`src/fsc_consts.svh`:
```
// fsc_consts.svh: bit positions, reset values and format constants of the fp control/status block
// assumes inclusion by bare name from the design files; the package does not include it
`ifndef FSC_CONSTS_SVH
`define FSC_CONSTS_SVH

// control/status register field positions
`define FSC_CC_HI_LSB 25
`define FSC_CC_HI_W 7
`define FSC_FS_BIT 24
`define FSC_CC0_BIT 23
`define FSC_CAUSE_LSB 12
`define FSC_CAUSE_W 6
`define FSC_EN_LSB 7
`define FSC_EN_W 5
`define FSC_FLAG_LSB 2
`define FSC_FLAG_W 5
`define FSC_RM_LSB 0
`define FSC_RM_W 2

// position of the unimplemented bit inside the cause field
`define FSC_CAUSE_UNIMPL 5

// reset values
`define FSC_RST_CC 8'h00
`define FSC_RST_FS 1'b0
`define FSC_RST_CAUSE 6'h00
`define FSC_RST_EN 5'h00
`define FSC_RST_FLAG 5'h00
`define FSC_RST_RM 2'h0

// single format: sign, 8-bit exponent, 23 stored fraction bits
`define FSC_SP_SIGN_BIT 31
`define FSC_SP_EXP_LSB 23
`define FSC_SP_EXP_W 8
`define FSC_SP_FRAC_W 23
`define FSC_SP_BIAS 13'h007f

// double format: sign, 11-bit exponent, 52 stored fraction bits
`define FSC_DP_SIGN_BIT 63
`define FSC_DP_EXP_LSB 52
`define FSC_DP_EXP_W 11
`define FSC_DP_FRAC_W 52
`define FSC_DP_BIAS 13'h03ff

// integer quiet-nan results: largest positive value
`define FSC_QNAN_WORD 32'h7fffffff
`define FSC_QNAN_LONG 64'h7fffffffffffffff

`endif

```
`src/fsc_pkg.sv`:
```
// fsc_pkg.sv: types shared by the fp control/status block
// assumes fsc_consts.svh is on the include path
package fsc_pkg;

  // kind of a completing coprocessor instruction
  typedef enum logic [1:0] {
    FSC_OP_ARITH,
    FSC_OP_CONVERT,
    FSC_OP_COMPARE,
    FSC_OP_MOVE
  } fsc_op_kind_t;

  // rounding selection, in the order of its two-bit encoding
  typedef enum logic [1:0] {
    FSC_ROUND_NEAREST_EVEN,
    FSC_ROUND_TOWARD_ZERO,
    FSC_ROUND_TOWARD_PLUS_INF,
    FSC_ROUND_TOWARD_MINUS_INF
  } fsc_round_t;

  // operand classes
  typedef enum logic [2:0] {
    FSC_CLS_ZERO,
    FSC_CLS_DENORM,
    FSC_CLS_NORMAL,
    FSC_CLS_INF,
    FSC_CLS_QNAN,
    FSC_CLS_SNAN
  } fsc_class_t;

  // move-control read sequencer
  typedef enum logic {
    FSC_RD_IDLE,
    FSC_RD_WAIT
  } fsc_rd_state_t;

endpackage : fsc_pkg

```
`src/fsc_operand_class.sv`:
```
// fsc_operand_class.sv: classifies one fp operand and flushes denormals to zero
// assumes a single operand sits in the low word; results appear one cycle later
`include "fsc_consts.svh"
module fsc_operand_class
(
  // clock and reset
  input wire logic i_clock,
  input wire logic i_rstn,
  // operand in
  input wire logic i_valid,
  input wire logic i_double,
  input wire logic i_flush_en,
  input wire logic [63:0] i_operand,
  // classified operand out
  output logic o_valid,
  output fsc_pkg::fsc_class_t o_class,
  output logic o_sign,
  output logic [12:0] o_exp_unb,
  output logic [63:0] o_operand
);
  import fsc_pkg::*;

  logic sign;
  logic [10:0] exp_field;
  logic exp_ones;
  logic exp_zero;
  logic frac_nz;
  logic frac_msb;
  logic [12:0] bias;
  fsc_class_t cls;
  logic [63:0] operand_eff;

  // field extraction for both widths
  always_comb
  begin
    if (i_double)
    begin
      sign = i_operand[`FSC_DP_SIGN_BIT]; // RULE_19
      exp_field = i_operand[`FSC_DP_EXP_LSB +: `FSC_DP_EXP_W];
      frac_nz = |i_operand[`FSC_DP_FRAC_W-1:0];
      frac_msb = i_operand[`FSC_DP_FRAC_W-1];
      bias = `FSC_DP_BIAS;
      exp_ones = &exp_field;
    end
    else
    begin
      sign = i_operand[`FSC_SP_SIGN_BIT]; // RULE_18
      exp_field = {3'h0, i_operand[`FSC_SP_EXP_LSB +: `FSC_SP_EXP_W]};
      frac_nz = |i_operand[`FSC_SP_FRAC_W-1:0];
      frac_msb = i_operand[`FSC_SP_FRAC_W-1];
      bias = `FSC_SP_BIAS;
      exp_ones = &exp_field[`FSC_SP_EXP_W-1:0];
    end
    exp_zero = ~|exp_field;
  end

  // class decode; a set fraction msb marks the signaling kind here
  always_comb
  begin
    if (exp_ones)
      cls = frac_nz ? (frac_msb ? FSC_CLS_SNAN : FSC_CLS_QNAN) : FSC_CLS_INF; // RULE_20 RULE_21
    else if (exp_zero)
      cls = frac_nz ? FSC_CLS_DENORM : FSC_CLS_ZERO; // RULE_20
    else
      cls = FSC_CLS_NORMAL;
  end

  // denormal input replaced by a zero of the same sign, only when asked
  always_comb
  begin
    operand_eff = i_operand;
    if (i_flush_en && cls == FSC_CLS_DENORM)
      operand_eff = i_double ? {sign, 63'h0} : {32'h0, sign, 31'h0}; // RULE_03
  end

  // registered outputs
  always_ff @(posedge i_clock)
  begin
    if (!i_rstn)
    begin
      o_valid <= 1'b0;
      o_class <= FSC_CLS_ZERO;
      o_sign <= 1'b0;
      o_exp_unb <= 13'h0000;
      o_operand <= 64'h0;
    end
    else
    begin
      o_valid <= i_valid;
      o_class <= cls;
      o_sign <= sign;
      // zero and denormal share the minimum exponent, one above the reserved code
      o_exp_unb <= exp_zero ? (13'h0001 - bias) : ({2'h0, exp_field} - bias);
      o_operand <= operand_eff;
    end
  end
endmodule : fsc_operand_class

```
`src/fsc_status.sv`:
```
// fsc_status.sv: fp control/status register, cause/flag/enable handling and trap decision
// assumes the integer pipeline reports each completing fp instruction in one cycle,
// and holds i_ops_pending while any fp instruction is still in flight
`include "fsc_consts.svh"

////////////////////////////////////////////////////////////////////////////////
// How it works
// RULE_01: with flushing on, a denormal arithmetic result becomes zero, no unimplemented trap.
// RULE_02: software keeps underflow and inexact enables clear when flushing.
// RULE_03: with flushing on, denormal arithmetic source operands are taken as zero.
// RULE_04: flushing acts on arithmetic only; loads, stores, moves ignore it.
// RULE_05: a compare writes true or false into one of eight condition bits.
// RULE_06: condition bits change only by compare or move-control write.
// RULE_07: cause field shows every exception of the latest fp operation.
// RULE_08: each fp operation rewrites the whole cause field; moves leave it.
// RULE_09: unimplemented cause is one when emulation is needed, else zero.
// RULE_10: a trapping operation writes no destination; only cause changes.
// RULE_11: cause and matching enable both set raise an exception at once.
// RULE_12: unimplemented cause has no enable and always raises an exception.
// RULE_13: the handler clears enabled cause bits by move-control write before return.
// RULE_14: causes with clear enables do not trap; default result is stored.
// RULE_15: flags are sticky, set on untrapped exceptions, cleared only by writes.
// RULE_16: a trapping operation leaves the flags untouched.
// RULE_17: two-bit rounding field selects nearest-even, zero, plus or minus infinity.
// RULE_18: single operand: sign, 8-bit exponent biased by 127, 23-bit fraction.
// RULE_19: double operand: sign, 11-bit exponent biased by 1023, fraction.
// RULE_20: exponent all ones gives nan or infinity, all zeros denormal or zero.
// RULE_21: nan with fraction msb set is signaling, clear is quiet.
// RULE_22: integer invalid result is the largest positive value, word and long.
// RULE_23: fused multiply-add with denormal product always traps as unimplemented.
// RULE_24: move-control read waits for in-flight ops; a trap makes it re-execute.
// RULE_25: cause holds unimpl, invalid, divzero, overflow, underflow, inexact from the top.
module fsc_status
(
  // clock and reset
  input wire logic i_clock,
  input wire logic i_rstn,
  // move-control write into the control/status register
  input wire logic i_move_ctl_to_fpu,
  input wire logic [31:0] i_move_ctl_to_fpu_data,
  // move-control read of the control/status register
  input wire logic i_move_ctl_from_fpu,
  output logic o_move_ctl_from_fpu_busy,
  output logic o_move_ctl_from_fpu_valid,
  output logic o_move_ctl_from_fpu_retry,
  output logic [31:0] o_move_ctl_from_fpu_data,
  // completing fp instruction from the pipeline
  input wire logic i_ops_pending,
  input wire logic i_op_done,
  input wire fsc_pkg::fsc_op_kind_t i_op_kind,
  input wire logic [5:0] i_op_exc,
  input wire logic i_op_res_denorm,
  input wire logic i_op_fma_mul_denorm,
  input wire logic i_op_writes_dest,
  input wire logic [2:0] i_op_cc_sel,
  input wire logic i_op_cc_true,
  // completion results
  output logic o_fp_trap,
  output logic o_trap_pending,
  output logic o_dest_wr_en,
  output logic o_flush_result_zero,
  // source operands for classification
  input wire logic i_opnd_valid,
  input wire logic i_opnd_double,
  input wire logic i_opnd_arith,
  input wire logic [63:0] i_opa,
  input wire logic [63:0] i_opb,
  output logic o_opnd_valid,
  output logic [63:0] o_opa_eff,
  output logic [63:0] o_opb_eff,
  output fsc_pkg::fsc_class_t o_opa_class,
  output fsc_pkg::fsc_class_t o_opb_class,
  output logic [12:0] o_opa_exp_unb,
  output logic [12:0] o_opb_exp_unb,
  // configuration seen by the datapaths
  output fsc_pkg::fsc_round_t o_round_select_field,
  output logic o_flush_denormal_ctl,
  output logic [7:0] o_compare_condition_bits,
  output logic [31:0] o_qnan_word,
  output logic [63:0] o_qnan_long
);
  import fsc_pkg::*;

  ////////////////////////////////////////////////////////////////////////////////
  // register fields and decode of the pieces

  logic [7:0] cc_r;
  logic fs_r;
  logic [5:0] cause_r;
  logic [4:0] enable_r;
  logic [4:0] flag_r;
  logic [1:0] rm_r;
  logic [7:0] cc_nxt;
  logic [4:0] flag_nxt;
  logic [31:0] reg_image;
  logic [7:0] wr_cc;
  logic [5:0] wr_cause;
  logic [4:0] wr_enable;
  logic fp_op;
  logic arith_op;
  logic unimpl;
  logic [5:0] op_cause;
  logic op_trap;
  logic wr_trap;
  logic state_trap;
  fsc_rd_state_t rd_state_r;

  // fields of a move-control write, condition bits gathered into one byte
  assign wr_cc = {i_move_ctl_to_fpu_data[`FSC_CC_HI_LSB +: `FSC_CC_HI_W],
                  i_move_ctl_to_fpu_data[`FSC_CC0_BIT]};
  assign wr_cause = i_move_ctl_to_fpu_data[`FSC_CAUSE_LSB +: `FSC_CAUSE_W];
  assign wr_enable = i_move_ctl_to_fpu_data[`FSC_EN_LSB +: `FSC_EN_W];

  // register image; bits 22:18 read as zero
  always_comb
  begin
    reg_image = 32'h0;
    reg_image[`FSC_CC_HI_LSB +: `FSC_CC_HI_W] = cc_r[7:1]; // RULE_05
    reg_image[`FSC_FS_BIT] = fs_r;
    reg_image[`FSC_CC0_BIT] = cc_r[0];
    reg_image[`FSC_CAUSE_LSB +: `FSC_CAUSE_W] = cause_r; // RULE_25
    reg_image[`FSC_EN_LSB +: `FSC_EN_W] = enable_r;
    reg_image[`FSC_FLAG_LSB +: `FSC_FLAG_W] = flag_r;
    reg_image[`FSC_RM_LSB +: `FSC_RM_W] = rm_r;
  end

  ////////////////////////////////////////////////////////////////////////////////
  // exception cause of the completing operation

  // moves, loads and stores are no fp operation for cause purposes
  assign fp_op = i_op_done && (i_op_kind != FSC_OP_MOVE); // RULE_08
  assign arith_op = i_op_done && (i_op_kind == FSC_OP_ARITH); // RULE_04

  // emulation needed: datapath says so, unflushed denormal result, or denormal product
  always_comb
  begin
    unimpl = i_op_exc[`FSC_CAUSE_UNIMPL]; // RULE_09
    if (arith_op && i_op_res_denorm && !fs_r)
      unimpl = 1'b1; // RULE_01
    if (arith_op && i_op_fma_mul_denorm)
      unimpl = 1'b1; // RULE_23
  end

  assign op_cause = {unimpl, i_op_exc[4:0]}; // RULE_07 RULE_25

  // result flush unless a denormal product forces the unimplemented trap
  assign o_flush_result_zero = arith_op && i_op_res_denorm && fs_r
                               && !i_op_fma_mul_denorm; // RULE_01

  // trap decision for the operation, for a write, and for the held state
  fsc_trap_eval u_op_trap
  (
    .i_cause(op_cause),
    .i_enable(enable_r),
    .o_trap(op_trap)
  );

  fsc_trap_eval u_wr_trap
  (
    .i_cause(wr_cause),
    .i_enable(wr_enable),
    .o_trap(wr_trap)
  );

  fsc_trap_eval u_state_trap
  (
    .i_cause(cause_r),
    .i_enable(enable_r),
    .o_trap(state_trap)
  );

  // exception is raised in the completing cycle, not a cycle later
  assign o_fp_trap = (fp_op && op_trap) || (i_move_ctl_to_fpu && wr_trap); // RULE_11 RULE_12
  // stays up until the handler clears the enabled causes by a write
  assign o_trap_pending = state_trap; // RULE_13
  // a trapping operation stores nothing; untrapped ones store the default result
  assign o_dest_wr_en = i_op_done && i_op_writes_dest && !(fp_op && op_trap); // RULE_10 RULE_14

  ////////////////////////////////////////////////////////////////////////////////
  // control fields written by move-control only

  always_ff @(posedge i_clock)
  begin
    if (!i_rstn)
    begin
      fs_r <= `FSC_RST_FS;
      enable_r <= `FSC_RST_EN;
      rm_r <= `FSC_RST_RM;
    end
    else if (i_move_ctl_to_fpu)
    begin
      fs_r <= i_move_ctl_to_fpu_data[`FSC_FS_BIT];
      enable_r <= wr_enable;
      rm_r <= i_move_ctl_to_fpu_data[`FSC_RM_LSB +: `FSC_RM_W]; // RULE_17
    end
  end

  ////////////////////////////////////////////////////////////////////////////////
  // cause field: an fp op in the same cycle as a write wins, being later in order

  always_ff @(posedge i_clock)
  begin
    if (!i_rstn)
      cause_r <= `FSC_RST_CAUSE;
    else if (fp_op)
      cause_r <= op_cause; // RULE_07 RULE_08
    else if (i_move_ctl_to_fpu)
      cause_r <= wr_cause;
  end

  ////////////////////////////////////////////////////////////////////////////////
  // sticky flags: a set from an operation survives a same-cycle clearing write

  always_comb
  begin
    flag_nxt = i_move_ctl_to_fpu ? i_move_ctl_to_fpu_data[`FSC_FLAG_LSB +: `FSC_FLAG_W] : flag_r;
    if (fp_op && !op_trap)
      flag_nxt = flag_nxt | op_cause[4:0]; // RULE_15 RULE_16
  end

  always_ff @(posedge i_clock)
  begin
    if (!i_rstn)
      flag_r <= `FSC_RST_FLAG;
    else
      flag_r <= flag_nxt; // RULE_15
  end

  ////////////////////////////////////////////////////////////////////////////////
  // condition bits: a write lays the base, an untrapped compare sets its one bit

  always_comb
  begin
    cc_nxt = i_move_ctl_to_fpu ? wr_cc : cc_r; // RULE_06
    if (i_op_done && i_op_kind == FSC_OP_COMPARE && !op_trap)
      cc_nxt[i_op_cc_sel] = i_op_cc_true; // RULE_05
  end

  always_ff @(posedge i_clock)
  begin
    if (!i_rstn)
      cc_r <= `FSC_RST_CC;
    else
      cc_r <= cc_nxt;
  end

  ////////////////////////////////////////////////////////////////////////////////
  // move-control read: waits for the pipeline to drain, then answers; a trap completing during the wait asks for retry at once

  always_ff @(posedge i_clock)
  begin
    if (!i_rstn)
      rd_state_r <= FSC_RD_IDLE;
    else
    begin
      unique case (rd_state_r)
        FSC_RD_IDLE:
          if (i_move_ctl_from_fpu)
            rd_state_r <= FSC_RD_WAIT;
        FSC_RD_WAIT:
          if (fp_op && op_trap)
            rd_state_r <= FSC_RD_IDLE; // RULE_24
          else if (!i_ops_pending && !i_op_done)
            rd_state_r <= FSC_RD_IDLE; // RULE_24
      endcase
    end
  end

  // answers are registered so the data word never glitches
  always_ff @(posedge i_clock)
  begin
    if (!i_rstn)
    begin
      o_move_ctl_from_fpu_valid <= 1'b0;
      o_move_ctl_from_fpu_retry <= 1'b0;
      o_move_ctl_from_fpu_data <= 32'h0;
    end
    else
    begin
      o_move_ctl_from_fpu_valid <= 1'b0;
      o_move_ctl_from_fpu_retry <= 1'b0;
      if (rd_state_r == FSC_RD_WAIT)
      begin
        if (fp_op && op_trap)
          o_move_ctl_from_fpu_retry <= 1'b1; // RULE_24
        else if (!i_ops_pending && !i_op_done)
        begin
          o_move_ctl_from_fpu_valid <= 1'b1;
          o_move_ctl_from_fpu_data <= reg_image;
        end
      end
    end
  end

  assign o_move_ctl_from_fpu_busy = (rd_state_r == FSC_RD_WAIT);

  ////////////////////////////////////////////////////////////////////////////////
  // operand classification; flushing gated to arithmetic so moves pass untouched

  fsc_operand_class u_class_a
  (
    .i_clock(i_clock),
    .i_rstn(i_rstn),
    .i_valid(i_opnd_valid),
    .i_double(i_opnd_double),
    .i_flush_en(fs_r && i_opnd_arith), // RULE_03 RULE_04
    .i_operand(i_opa),
    .o_valid(o_opnd_valid),
    .o_class(o_opa_class),
    .o_sign(),
    .o_exp_unb(o_opa_exp_unb),
    .o_operand(o_opa_eff)
  );

  fsc_operand_class u_class_b
  (
    .i_clock(i_clock),
    .i_rstn(i_rstn),
    .i_valid(i_opnd_valid),
    .i_double(i_opnd_double),
    .i_flush_en(fs_r && i_opnd_arith), // RULE_03 RULE_04
    .i_operand(i_opb),
    .o_valid(),
    .o_class(o_opb_class),
    .o_sign(),
    .o_exp_unb(o_opb_exp_unb),
    .o_operand(o_opb_eff)
  );

  ////////////////////////////////////////////////////////////////////////////////
  // configuration outputs, registered from the fields and the integer nan constants

  always_ff @(posedge i_clock)
  begin
    if (!i_rstn)
    begin
      o_round_select_field <= FSC_ROUND_NEAREST_EVEN;
      o_flush_denormal_ctl <= `FSC_RST_FS;
      o_compare_condition_bits <= `FSC_RST_CC;
      o_qnan_word <= `FSC_QNAN_WORD;
      o_qnan_long <= `FSC_QNAN_LONG;
    end
    else
    begin
      o_round_select_field <= fsc_round_t'(rm_r); // RULE_17
      o_flush_denormal_ctl <= fs_r;
      o_compare_condition_bits <= cc_r;
      o_qnan_word <= `FSC_QNAN_WORD; // RULE_22
      o_qnan_long <= `FSC_QNAN_LONG; // RULE_22
    end
  end
endmodule : fsc_status

```
`src/fsc_trap_eval.sv`:
```
// fsc_trap_eval.sv: decides whether a cause vector raises an fp exception
// assumes cause and enable come in the control/status field order
`include "fsc_consts.svh"
module fsc_trap_eval
(
  // cause and enable fields
  input wire logic [5:0] i_cause,
  input wire logic [4:0] i_enable,
  // result
  output logic o_trap
);
  import fsc_pkg::*;

  // unimplemented has no enable and always traps
  assign o_trap = i_cause[`FSC_CAUSE_UNIMPL] | (|(i_cause[4:0] & i_enable)); // RULE_11 RULE_12

endmodule : fsc_trap_eval
```
`config.mk`:
```
export PLATFORM = sky130hd
export DESIGN_NAME = fsc_status
export DESIGN_NICKNAME = d
export VERILOG_FILES = /design/src/fsc_pkg.sv /design/src/fsc_operand_class.sv /design/src/fsc_status.sv /design/src/fsc_trap_eval.sv
export VERILOG_INCLUDE_DIRS = /design/src
export SDC_FILE = /design/constraint.sdc
export NUM_CORES = 1
export LEC_CHECK = 0
export BUFFER_PORTS_ARGS = -buffer_cell sky130_fd_sc_hd__buf_4
export CORE_AREA = 5 5 185 187
export DETAILED_ROUTE_END_ITERATION = 8
export DIE_AREA = 0 0 190 192
export GPL_TIMING_DRIVEN = 0
export MAX_ROUTING_LAYER = met4
export PLACE_DENSITY = 0.54
export REMOVE_ABC_BUFFERS = 1
export SETUP_SLACK_MARGIN = 0.05
export SLEW_MARGIN = 0
export SYNTH_ARGS = -nofsm -noshare
export SYNTH_HDL_FRONTEND = slang
export SYNTH_SLANG_ARGS = --single-unit
```
`constraint.sdc`:
```
create_clock -name i_clock -period 8.6 [get_ports i_clock]
set_input_delay 1.29 -clock i_clock [delete_from_list [all_inputs] [get_ports i_clock]]
set_output_delay 1.29 -clock i_clock [all_outputs]
set_load 0.02 [all_outputs]
```
# Word level (Yosys, flattened, before mapping)
# Index checks and enable logic that the tools add are counted.
# classes
addsub	3
magnitude_cmp	2
eq_ne	4
muxes	44
bitwise	10
n_reduce_logical	44
# op_table
op	count
two-way mux 64 bit	4
OR reduction 52 bit	2
OR reduction 23 bit	2
two-way mux 13 bit	2
subtractor 11 x 10 -> 12 bit	2
two-way mux 11 bit	2
AND reduction 11 bit	2
OR reduction 11 bit	2
two-way mux 1 bit	20
logical AND 1 bit	19
two-way mux 3 bit	6
two-way mux 8 bit	2
AND reduction 8 bit	2
bitwise AND 5 bit	3
OR reduction 5 bit	3
two-way mux 6 bit	2
subtractor 1 x 10 -> 11 bit (first input constant)	1
two-way mux 10 bit	1
two-way mux 5 bit	2
bitwise mux 8 bit	1
equality test 3 x 1 -> 1 bit (second input constant)	2
zero test 1 bit	6
OR 5 bit	1
less-than comparator 3 x 4 -> 1 bit (second input constant)	1
other kinds (13)	17
# word_totals
ff_bits	229
in_bits	184
out_inout_bits	307

# Longest topological paths before layout
# Gate-level depths: netlist of the first run.
# logic_depth
depth_word	10
mapped_depth	13
mapped_depth_nobuf	8

# By module
# From an unflattened synthesis of the first run, not the netlist that was laid out.
# hier_totals
hier_cells	1100
area_unflattened_um2	9635.5
# by_module_without_submodules
module	instances	cells_each	area_per_inst_um2
fsc_operand_class	2	351	3091.7
fsc_status	1	386	3377.0
fsc_trap_eval	3	4	25.0

# Least setup slack after synthesis of the first run
# Ideal clock, no wire load.
# synth_timing
path_type	input to output
startpoint	in i_move_ctl_to_fpu
endpoint	out o_fp_trap
t_arrival_ns	2.428
required_time_ns	7.310
slack_ns	4.882
path_stages	4
path_buffers	2
cell_sequence	clkbuf_1 > clkbuf_1 > nand2_1 > nand2_1
# synth_via
elab_chain_len	2
# synth_rtl
element	line_no	source
start, declared	fsc_status.sv:39	input wire logic i_move_ctl_to_fpu,
logical AND 1 bit	fsc_status.sv:173	assign o_fp_trap = (fp_op && op_trap) || (i_move_ctl_to_fpu && wr_trap);
logical OR 1 bit	fsc_status.sv:173	
end, declared	fsc_status.sv:58	output logic o_fp_trap,
# No other way between the ends.

# Worst setup path after layout of the first run
# layout_timing
startpoint	in i_opnd_double
endpoint	reg u_class_b.o_operand[24]
# layout_via
elab_chain_len	7
# layout_rtl
element	line_no	source
start, declared	fsc_status.sv:64	input wire logic i_opnd_double,
two-way mux 11 bit or two-way mux 1 bit (tied branches)	fsc_operand_class.sv:36	if (i_double)
OR reduction 11 bit (tied with other cells)	fsc_operand_class.sv:54	exp_zero = ~|exp_field;
two-way mux 3 bit (on tied branches)	fsc_operand_class.sv:62, fsc_operand_class.sv:61	
two-way mux 3 bit *	fsc_operand_class.sv:60	if (exp_ones)
equality test 3 x 1 -> 1 bit *	fsc_operand_class.sv:72	if (i_flush_en && cls == FSC_CLS_DENORM)
logical AND 1 bit *	fsc_operand_class.sv:72	
two-way mux 64 bit *	fsc_operand_class.sv:72	
end signal, assigned	fsc_operand_class.sv:94	o_operand <= operand_eff;
end, declared	fsc_operand_class.sv:19	output logic [63:0] o_operand
# Mark *: on every way between the ends. The rest lies on a longest branch, timed or not.
# A chain may end at the register's enable or synchronous reset.

==> impl_metrics.yaml, run 1 <==
route:
  vias_per_cell: 4.46
  wl_per_cell_microns: 17.9
  drt-initial-drc-count: 273
  drc_errors: 0
  firstDrtPassIters: 6
  vias: 8207
  antenna_left: 0
  wirelength_microns: 33000
clock_network:
  cts_hold_buffers: 0
  cts_tree: "built"
  cts_buffers: 26
  root_buffer: "clkbuf_16"
  postCtsSetupBuffers: 0
  clock_sinks: 227
  clock_path_buffers: 3
  cts_max_level: 1
  clk_pin_slew_ns: 0.06
  cts_resized: 0
  clk_latency_ns: 0.53
critical_path:
  critPathKind: "in2reg"
  start_kind: "input pin"
  crit_path_end_kind: "register"
  worst_ep_required_time_ns: 8.96
  cp_max_fo: 59
  cp_data_arrival_time_ns: 4.62
cells_and_area:
  regArea_sq_mm: 0.00454
  nNetsFinal: 1568
  multi_input_area_sq_mm: 0.00414
  area_delta_synth_final_pct: 40.0
  drive_above_1_share: 0.340
  nFillCells: 3251
floorplan:
  fp.dieH_microns: 192
  fp-row-count: 66
  initial_core_util: 0.292
  die-area_sq_mm: 0.0365
  io_pins: 491
  core_sq_mm: 0.0323
  die_width_microns: 190
place:
  gp_congestion: 0.827
  dp_slack_ns: 3.78
  portBuffers: 384
  dp_hpwl_microns: 25100
power_and_ir_drop:
  power_density_mw_per_mm2: 205
  vdd_drop_max_v: 0.000140
  power.leakage_nw: 6.19
synthesis:
  synth_edf_count: 0
  ys.flop_type: "dfxtp_1"
  seq_area_frac_synth: 0.482
  ys_warn_count: 0
  syn_inst: 1020
  synth_cell_types: 67
  ys_ff_latch: 227
  syn_area_per_cell_sq_um: 9.25
  synthArstFlopShare: 0
  netlist_area_sq_mm: 0.00943
worst_hold_path:
  min_path_type: "reg2reg"
sta:
  max_freq_mhz: 235
  finalSetupViolCount: 0
  skew_ns: 0.0160
  tightest_slew_ns: 1.32
  hold_viol: 0
  relSlewSlack: 0.120
  rsz0062_at_grt: "no"
  fin_crit_ns: 4.26
  final.setup.tns_ns: 0
  final.setup.worst_slack_ns: 4.34
  finalCritPeriodShare: 0.495
  slew_viol_final: 0
grt:
  antenna_found_initial: 1
  grt_pass1_wl_microns: 48500
  grt_start_max_net_pins: 136
  grt_use_total: 0.173
  gr-total-overflow: 0
  grt_pass1_vias: 8080
run:
  max_cap_violations: 0
outcome:
  status: "complete, no violations"
[synthesized netlist by cell type (all sizes together), types with 5 or more instances]
| master | n | share of area |
|---|---|---|
| nor2 | 108 | 0.044 |
| inv | 12 | 0.0048 |
| dfxtp | 227 | 0.48 |
| nor4 | 30 | 0.021 |
| xor2 | 9 | 0.0084 |
| nand2 | 158 | 0.063 |
| o31ai | 8 | 0.0064 |
| nor3b | 32 | 0.041 |
| a22oi | 5 | 0.0045 |
| nand4 | 8 | 0.0053 |
| clkbuf | 36 | 0.016 |
| xnor2 | 8 | 0.0074 |
| o311a | 11 | 0.012 |
| buf | 120 | 0.097 |
| a211oi | 10 | 0.0093 |
| and3 | 37 | 0.025 |
| o21ai | 13 | 0.0069 |
| mux2i | 34 | 0.036 |
| nand3 | 22 | 0.012 |
| o211ai | 6 | 0.0048 |
| o2bb2ai | 7 | 0.0065 |
| a21oi | 41 | 0.023 |
| nor3 | 9 | 0.0053 |
| and2 | 16 | 0.011 |
[critical path, cell delays in order]
cell and delay, ns:
buf_4 0.50, mux2_2 0.44, inv_1 0.06, ha_1 0.17, o2111ai_2 0.66, a21oi_4 1.29, nor3b_1 0.11
[power breakdown]
| group | switching (mW) | internal, mW | total (mW) |
|---|---|---|---|
| combinational | 0.239 | 0.164 | 0.403 |
| sequential | 0.0221 | 1.11 | 1.13 |
| clock | 0.445 | 0.725 | 1.17 |
[placed cells by master, fill, tap and decap left out, types with 3 or more instances in the layout]
master and count:
and3_1 37, o22ai_1 3, nor2_1 106, mux2_2 3, xnor2_1 8, o21ai_0 11, bufinv_16 4, buf_4 383
nor2b_1 4, nand4_1 8, buf_16 3, xor2_1 9, nor3_1 8, dfxtp_1 227, nor4_1 28, nand2b_1 3
ha_1 4, and2_1 16, o311a_1 11, o31ai_1 8, or4_1 3, clkbuf_8 6, o211ai_1 6, nor3b_2 29
clkbuf_1 4, nand2_1 158, a211oi_1 9, o2bb2ai_1 7, mux2i_1 34, conb_1 101, clkbuf_16 26, and4_1 4
clkinv_2 4, a22oi_1 4, inv_1 11, a21oi_1 40, o21a_1 3, nor3b_1 3, nand3_1 22
[final cells by class]
| cell class | instances | share of cell area |
|---|---|---|
| Clock inverter | 10 | 0.0124 |
| Antenna cell | 1 | 0.000190 |
| Tap cell | 442 | 0.0419 |
| Inverter | 12 | 0.00360 |
| Timing Repair Buffer | 389 | 0.227 |
| Multi-Input combinational cell | 724 | 0.314 |
| Clock buffer | 36 | 0.0567 |
| Sequential cell | 227 | 0.344 |
[sequential cells by signal (all words and copies together) (netlist names), 2 cells and up]
signal,flops
cause_r,6
o_compare_condition_bits,8
u_class_b.o_operand,64
o_move_ctl_from_fpu_data,27
flag_r,5
u_class_a.o_exp_unb,12
rm_r,2
o_round_select_field,2
enable_r,5
u_class_a.o_operand,64
cc_r,8
u_class_a.o_class,3
u_class_b.o_class,3
u_class_b.o_exp_unb,12
[kinds of logic after synthesis]
| group | Yosys count | share of synthesized area |
|---|---|---|
| fa+ha+maj | 4 | 0.00531 |
| other cells | 2 | 0.000796 |
| xor+xnor | 17 | 0.0158 |
| compound gates | 119 | 0.0907 |
| mux | 37 | 0.0397 |
| simple gates | 446 | 0.248 |
| buf+inv | 168 | 0.118 |
| flops | 227 | 0.482 |
[metal layers]
metal  share of wire  vias to the layer above  GRT usage
li1                -                     4013          -
met1            0.38                     3794      0.191
met2            0.50                      360      0.305
met3           0.099                       40     0.0582
met4           0.017                        0     0.0356
met5               0                        -          -
[per-stage QoR]
step	util	total power, mW	cell area (sq um)	hold WS, ns	instances
2_1_floorplan	-	1.34	8730	0.431	963
3_3_place_gp	0.377	1.55	12200	0.440	1789
6_report	0.409	2.70	13200	0.446	1841
3_5_place_dp	0.380	1.56	12300	0.446	1793
5_1_grt	0.409	2.82	13200	0.473	1841
4_1_cts	0.408	2.74	13200	0.444	1839
[final timing paths]
check,startpoint,endpoint,slack [ns],cells after the start
worst min register to register,flag_r[0],o_move_ctl_from_fpu_data[2],0.45,2
worst max-delay path,i_opnd_double,u_class_b.o_operand[24],4.34,7
worst max register to register,fs_r,u_class_b.o_operand[24],5.57,3
worst min-delay path,flag_r[0],o_move_ctl_from_fpu_data[2],0.45,2
Note: power is estimated with default switching activity, not from simulation.
==> inputs of run 2 (changes only) <==
ABC_AREA = 1   (was default)
clock period = 4 ns   (was 8.6 ns; I/O delays follow)
==> impl_metrics.yaml, run 2 <==
route:
  drt-initial-drc-count: 326
  firstDrtPassIters: 4
  wirelength_microns: 32500
  vias: 8720
  vias_per_cell: 4.18
  drc_errors: 0
  antenna_left: 0
  wl_per_cell_microns: 15.6
power_and_ir_drop:
  vdd_drop_max_v: 0.000256
  switchingPower_mw: 1.56
  combPwrFrac: 0.152
  power_density_mw_per_mm2: 441
  clockPowerShare: 0.427
  p_int_mw: 4.22
  p_sw_frac: 0.269
  seqPwrFrac: 0.420
  power.leakage_nw: 6.82
critical_path:
  r2r_slack_ns: 1.20
  crit_start: "i_op_done"
  slowest_delay_ns: 0.79
  reg2reg_from: "fs_r"
  crit_path_end_kind: "output port"
  cp_max_fo: 32
  rr_worst_depth: 7
  r2r-end: "o_move_ctl_from_fpu_data[14]"
  path_common_cell: "buf_4"
  start_kind: "input pin"
  crit_path_end: "o_dest_wr_en"
  worst_ep_required_time_ns: 3.40
  worstPathCellList: "buf_4, inv_1, a21oi_1, nand2_2, and3_1, buf_4"
  critPathKind: "in2out"
  cp_data_arrival_time_ns: 2.81
  crit_path_top_delay_cell: "a21oi_1"
synthesis:
  netlist_area_sq_mm: 0.00943
  synthTopCellsByArea: "dfxtp_1, nor2_1, nand2_1"
  syn_area_per_cell_sq_um: 7.50
  ys_warn_count: 0
  synth_cell_types: 40
  yosysTopAreaCell: "dfxtp_1"
  yosysTopAreaCellShare: 0.482
  synth_edf_count: 0
  yosys-top-cells-count: "nor2_1, dfxtp_1, nand2_1, inv_1, buf_4"
  synth.most_common_cell: "nor2_1"
  ys.flop_type: "dfxtp_1"
  syn_inst: 1257
  synthArstFlopShare: 0
  ys_ff_latch: 227
  seq_area_frac_synth: 0.482
sta:
  max_freq_mhz: 294
  fin_crit_ns: 3.41
  relSlewSlack: 0.136
  hold_viol: 0
  final.setup.tns_ns: 0
  skew_ns: 0.0172
  slew_viol_final: 0
  finalSetupViolCount: 0
  tightest_slew_ns: 1.30
  finalCritPeriodShare: 0.851
  rsz0062_at_grt: "no"
clock_network:
  cts_tree: "built"
  cts_buffers: 26
  cts_max_level: 1
  clk_latency_ns: 0.53
  clock_path_buffers: 3
  root_buffer: "clkbuf_16"
  clk_pin_slew_ns: 0.06
  cts_hold_buffers: 0
  postCtsSetupBuffers: 0
  clock_sinks: 227
  cts_resized: 0
cells_and_area:
  instances_no_fill: 2087
  fin_area_sq_mm: 0.0131
  nNetsFinal: 1812
  drive_above_1_share: 0.277
  fin_util: 0.406
  area_delta_synth_final_pct: 39.0
  final_common_cell: "buf_4"
  reg_top3: "u_class_a.o_operand: 64 flops, u_class_b.o_operand: 64 flops, o_move_ctl_from_fpu_data: 27 flops"
  nFillCells: 3444
  layout_common_cells: "buf_4, nor2_1, dfxtp_1"
grt:
  gr-total-overflow: 0
  antenna_found_initial: 1
  grt_pass1_vias: 8649
  grt_pass1_wl_microns: 48100
  grt_start_max_net_pins: 64
  grt_use_total: 0.171
place:
  dp_hpwl_microns: 25200
  placed_area_sq_mm: 0.0122
  dp_cells: 2038
  gp_congestion: 0.859
  portBuffers: 384
worst_hold_path:
  min_path_type: "in2reg"
  worstHoldStart: "i_opnd_valid"
floorplan:
  core_sq_mm: 0.0323
  initial_core_util: 0.292
  fp.dieH_microns: 192
  die_width_microns: 190
  die-area_sq_mm: 0.0365
  io_pins: 491
  fp-row-count: 66
outcome:
  status: "complete, no violations"
run:
  max_cap_violations: 0
run 2: layout make-up:
type,instances,area [sq um],area share
timing repair buffer,385,2900,0.221
inverter,193,724,0.0553
sequential,227,4540,0.347
antenna,1,2.50,0.000191
tap,442,553,0.0422
clock buffer,35,756,0.0576
multi-input combinational,791,3490,0.266
clock inverter,13,146,0.0112
run 2: power groups by stage:
stage	Combinational (mW)	Clock [mW]	Sequential (mW)
after floorplan	0.323	0	2.59
after global placement	0.879	0	2.48
after detailed placement	0.884	0	2.48
after CTS	0.886	2.56	2.43
after global routing	0.961	2.65	2.44
final	0.880	2.47	2.43
run 2: stage by stage:
stage	hold slack [ns]	power, mW	setup slack, ns
6_report	0.283	5.78	0.595
5_1_grt	0.265	6.05	0.351
4_1_cts	0.247	5.88	0.179
3_5_place_dp	0.433	3.36	0.154
3_3_place_gp	0.439	3.36	0.0279
2_1_floorplan	0.417	2.92	1.24
run 2: cell families after synthesis:
group | synth area share
AO/OA/AOI/OAI | 0.0690
XOR/XNOR | 0.000929
adder cells (fa/ha/maj) | 0.00531
buffers and inverters | 0.188
flip-flops | 0.482
other | 0.000796
AND/OR/NAND/NOR | 0.254
run 2: how the worst min path moves through the flow:
stage	end	slack, ns	depth (start not counted)
final	u_class_a.o_valid	0.28	3
after global routing	u_class_a.o_operand[49]	0.26	3
after CTS	u_class_a.o_valid	0.25	3
after detailed placement	o_round_select_field[0]	0.43	2
after global placement	o_round_select_field[0]	0.44	2
after floorplan	o_round_select_field[0]	0.42	2
run 2: layer usage:
metal | share of wire | vias to the layer above | global-route usage
li1 | - | 4393 | -
met1 | 0.41 | 3904 | 0.199
met2 | 0.49 | 383 | 0.299
met3 | 0.085 | 40 | 0.0394
met4 | 0.020 | 0 | 0.0437
met5 | 0 | - | -
run 2: worst max-delay path, delay by kind of cell:
| kind | cells | cell delay (ns) |
|---|---|---|
| AND/OR/NAND/NOR | 2 | 1.08 |
| AO/OA/AOI/OAI | 1 | 0.79 |
| buffers and inverters | 3 | 0.33 |
==> inputs of run 3 (changes only) <==
--- a/config.mk
+++ b/config.mk
@@ -12,4 +12,5 @@
 export DETAILED_ROUTE_END_ITERATION = 8
 export DIE_AREA = 0 0 190 192
+export GPL_ROUTABILITY_DRIVEN = 0
 export GPL_TIMING_DRIVEN = 0
 export MAX_ROUTING_LAYER = met4
==> constraint.sdc (replaced) <==
create_clock -name i_clock -period 4 [get_ports i_clock]
set_input_delay 0.2 -clock i_clock [delete_from_list [all_inputs] [get_ports i_clock]]
set_output_delay 0.2 -clock i_clock [all_outputs]
set_load 0.02 [all_outputs]
==> impl_metrics.yaml, run 3 (same netlist as run 2, synthesis figures left out) <==
floorplan:
  fp-row-count: 66
  die_width_microns: 190
  core_sq_mm: 0.0323
  initial_core_util: 0.292
  die-area_sq_mm: 0.0365
  io_pins: 491
  fp.dieH_microns: 192
grt:
  grt_use_met2: 0.323
  grt_pass1_vias: 9608
  busiest_layer: "met2"
  grt_use_total: 0.184
  grtUsageMet3: 0.0383
  antenna_found_initial: 3
  use_met1: 0.208
  gr-total-overflow: 0
  grt_start_max_net_pins: 64
  grt_pass1_wl_microns: 52200
sta:
  skew_ns: 0.0203
  slew_viol_final: 0
  hold_viol: 0
  finalSetupViolCount: 0
  whs_ns: 0.0373
  fin_crit_ns: 3.30
  finalCritPeriodShare: 0.826
  tightest_slew_ns: 1.30
  final.setup.tns_ns: 0
  rsz0062_at_grt: "no"
  final.setup.worst_slack_ns: 0.697
  relSlewSlack: 0.131
  max_freq_mhz: 303
cells_and_area:
  area_delta_synth_final_pct: 55.6
  reg_top3: "u_class_a.o_operand: 64 flops, u_class_b.o_operand: 64 flops, o_move_ctl_from_fpu_data: 27 flops"
  fin_area_sq_mm: 0.0147
  nFillCells: 3223
  fin_util: 0.455
  instances_no_fill: 2245
  drive_above_1_share: 0.252
  layout_common_cells: "buf_4, nor2_1, dfxtp_1"
  nNetsFinal: 1968
  final_common_cell: "buf_4"
critical_path:
  worst_ep_required_time_ns: 4.34
  start_kind: "register"
  cp_data_arrival_time_ns: 3.64
  critPathKind: "reg2reg"
  cp_max_fo: 32
  crit_path_end_kind: "register"
route:
  firstDrtPassIters: 6
  drt-initial-drc-count: 332
  vias: 9397
  wirelength_microns: 34900
  drc_errors: 0
  antenna_left: 0
  wl_per_cell_microns: 15.5
  vias_per_cell: 4.19
power_and_ir_drop:
  power.leakage_nw: 7.48
  total_power_mw: 5.93
  power_density_mw_per_mm2: 404
  vdd_drop_max_v: 0.000258
outcome:
  status: "complete, no violations"
clock_network:
  cts_resized: 0
  root_buffer: "clkbuf_16"
  cts_max_level: 1
  postCtsSetupBuffers: 0
  clk_latency_ns: 0.53
  clock_path_buffers: 3
  cts_tree: "built"
  clock_sinks: 227
  clk_pin_slew_ns: 0.06
  cts_buffers: 26
place:
  dp_hpwl_microns: 25200
  dp_cells: 2038
  portBuffers: 384
  dp_slack_ns: 0.554
  placed_area_sq_mm: 0.0122
worst_hold_path:
  min_path_type: "in2reg"
run:
  max_cap_violations: 0
[run 3: power breakdown]
part,leakage (nW),total (mW),internal [mW],switching (mW)
registers,1.88,2.43,2.38,0.0537
logic,5.15,1.02,0.431,0.589
clock network,0.451,2.48,1.52,0.961
[run 3: metal layers]
layer | part of all wire | up-vias
li1 | - | 4706
met1 | 0.41 | 4248
met2 | 0.49 | 391
met3 | 0.073 | 52
met4 | 0.028 | 0
met5 | 0 | -
[run 3: repair_timing]
action / 4_1_cts / 5_1_grt
hold buffers: 156 / 0
hold endpoints to repair: 154 / 0
endpoints found under the setup margin: 0 / 0
[run 3: path summary, 6_finish.rpt]
path | start | endpoint | slack [ns] | cells after the start
min reg2reg | rm_r[0] | o_round_select_field[0] | 0.45 | 2
max | fs_r | o_move_ctl_from_fpu_data[14] | 0.70 | 7
min | i_move_ctl_to_fpu_data[14] | cause_r[2] | 0.04 | 5
max reg2reg | fs_r | o_move_ctl_from_fpu_data[14] | 0.70 | 7
[run 3: final cells by class]
type	instances	area, sq um	share of cell area
clock inverters	13	146	0.00998
repair buffers	541	4460	0.304
diodes	3	7.51	0.000512
flip-flops and latches	227	4540	0.310
well taps	442	553	0.0377
inverters	193	724	0.0494
multi-input cells	791	3480	0.237
clock buffers	35	756	0.0515
[run 3: critical path, cell delays in order, from the launching register on]
cell and delay, ns:
dfxtp_1 0.64, nor2_1 0.12, nor2_1 0.11, nand2_1 0.08, nand2_1 0.89, nand3_2 0.91
nand2_1 0.25, a21oi_1 0.08
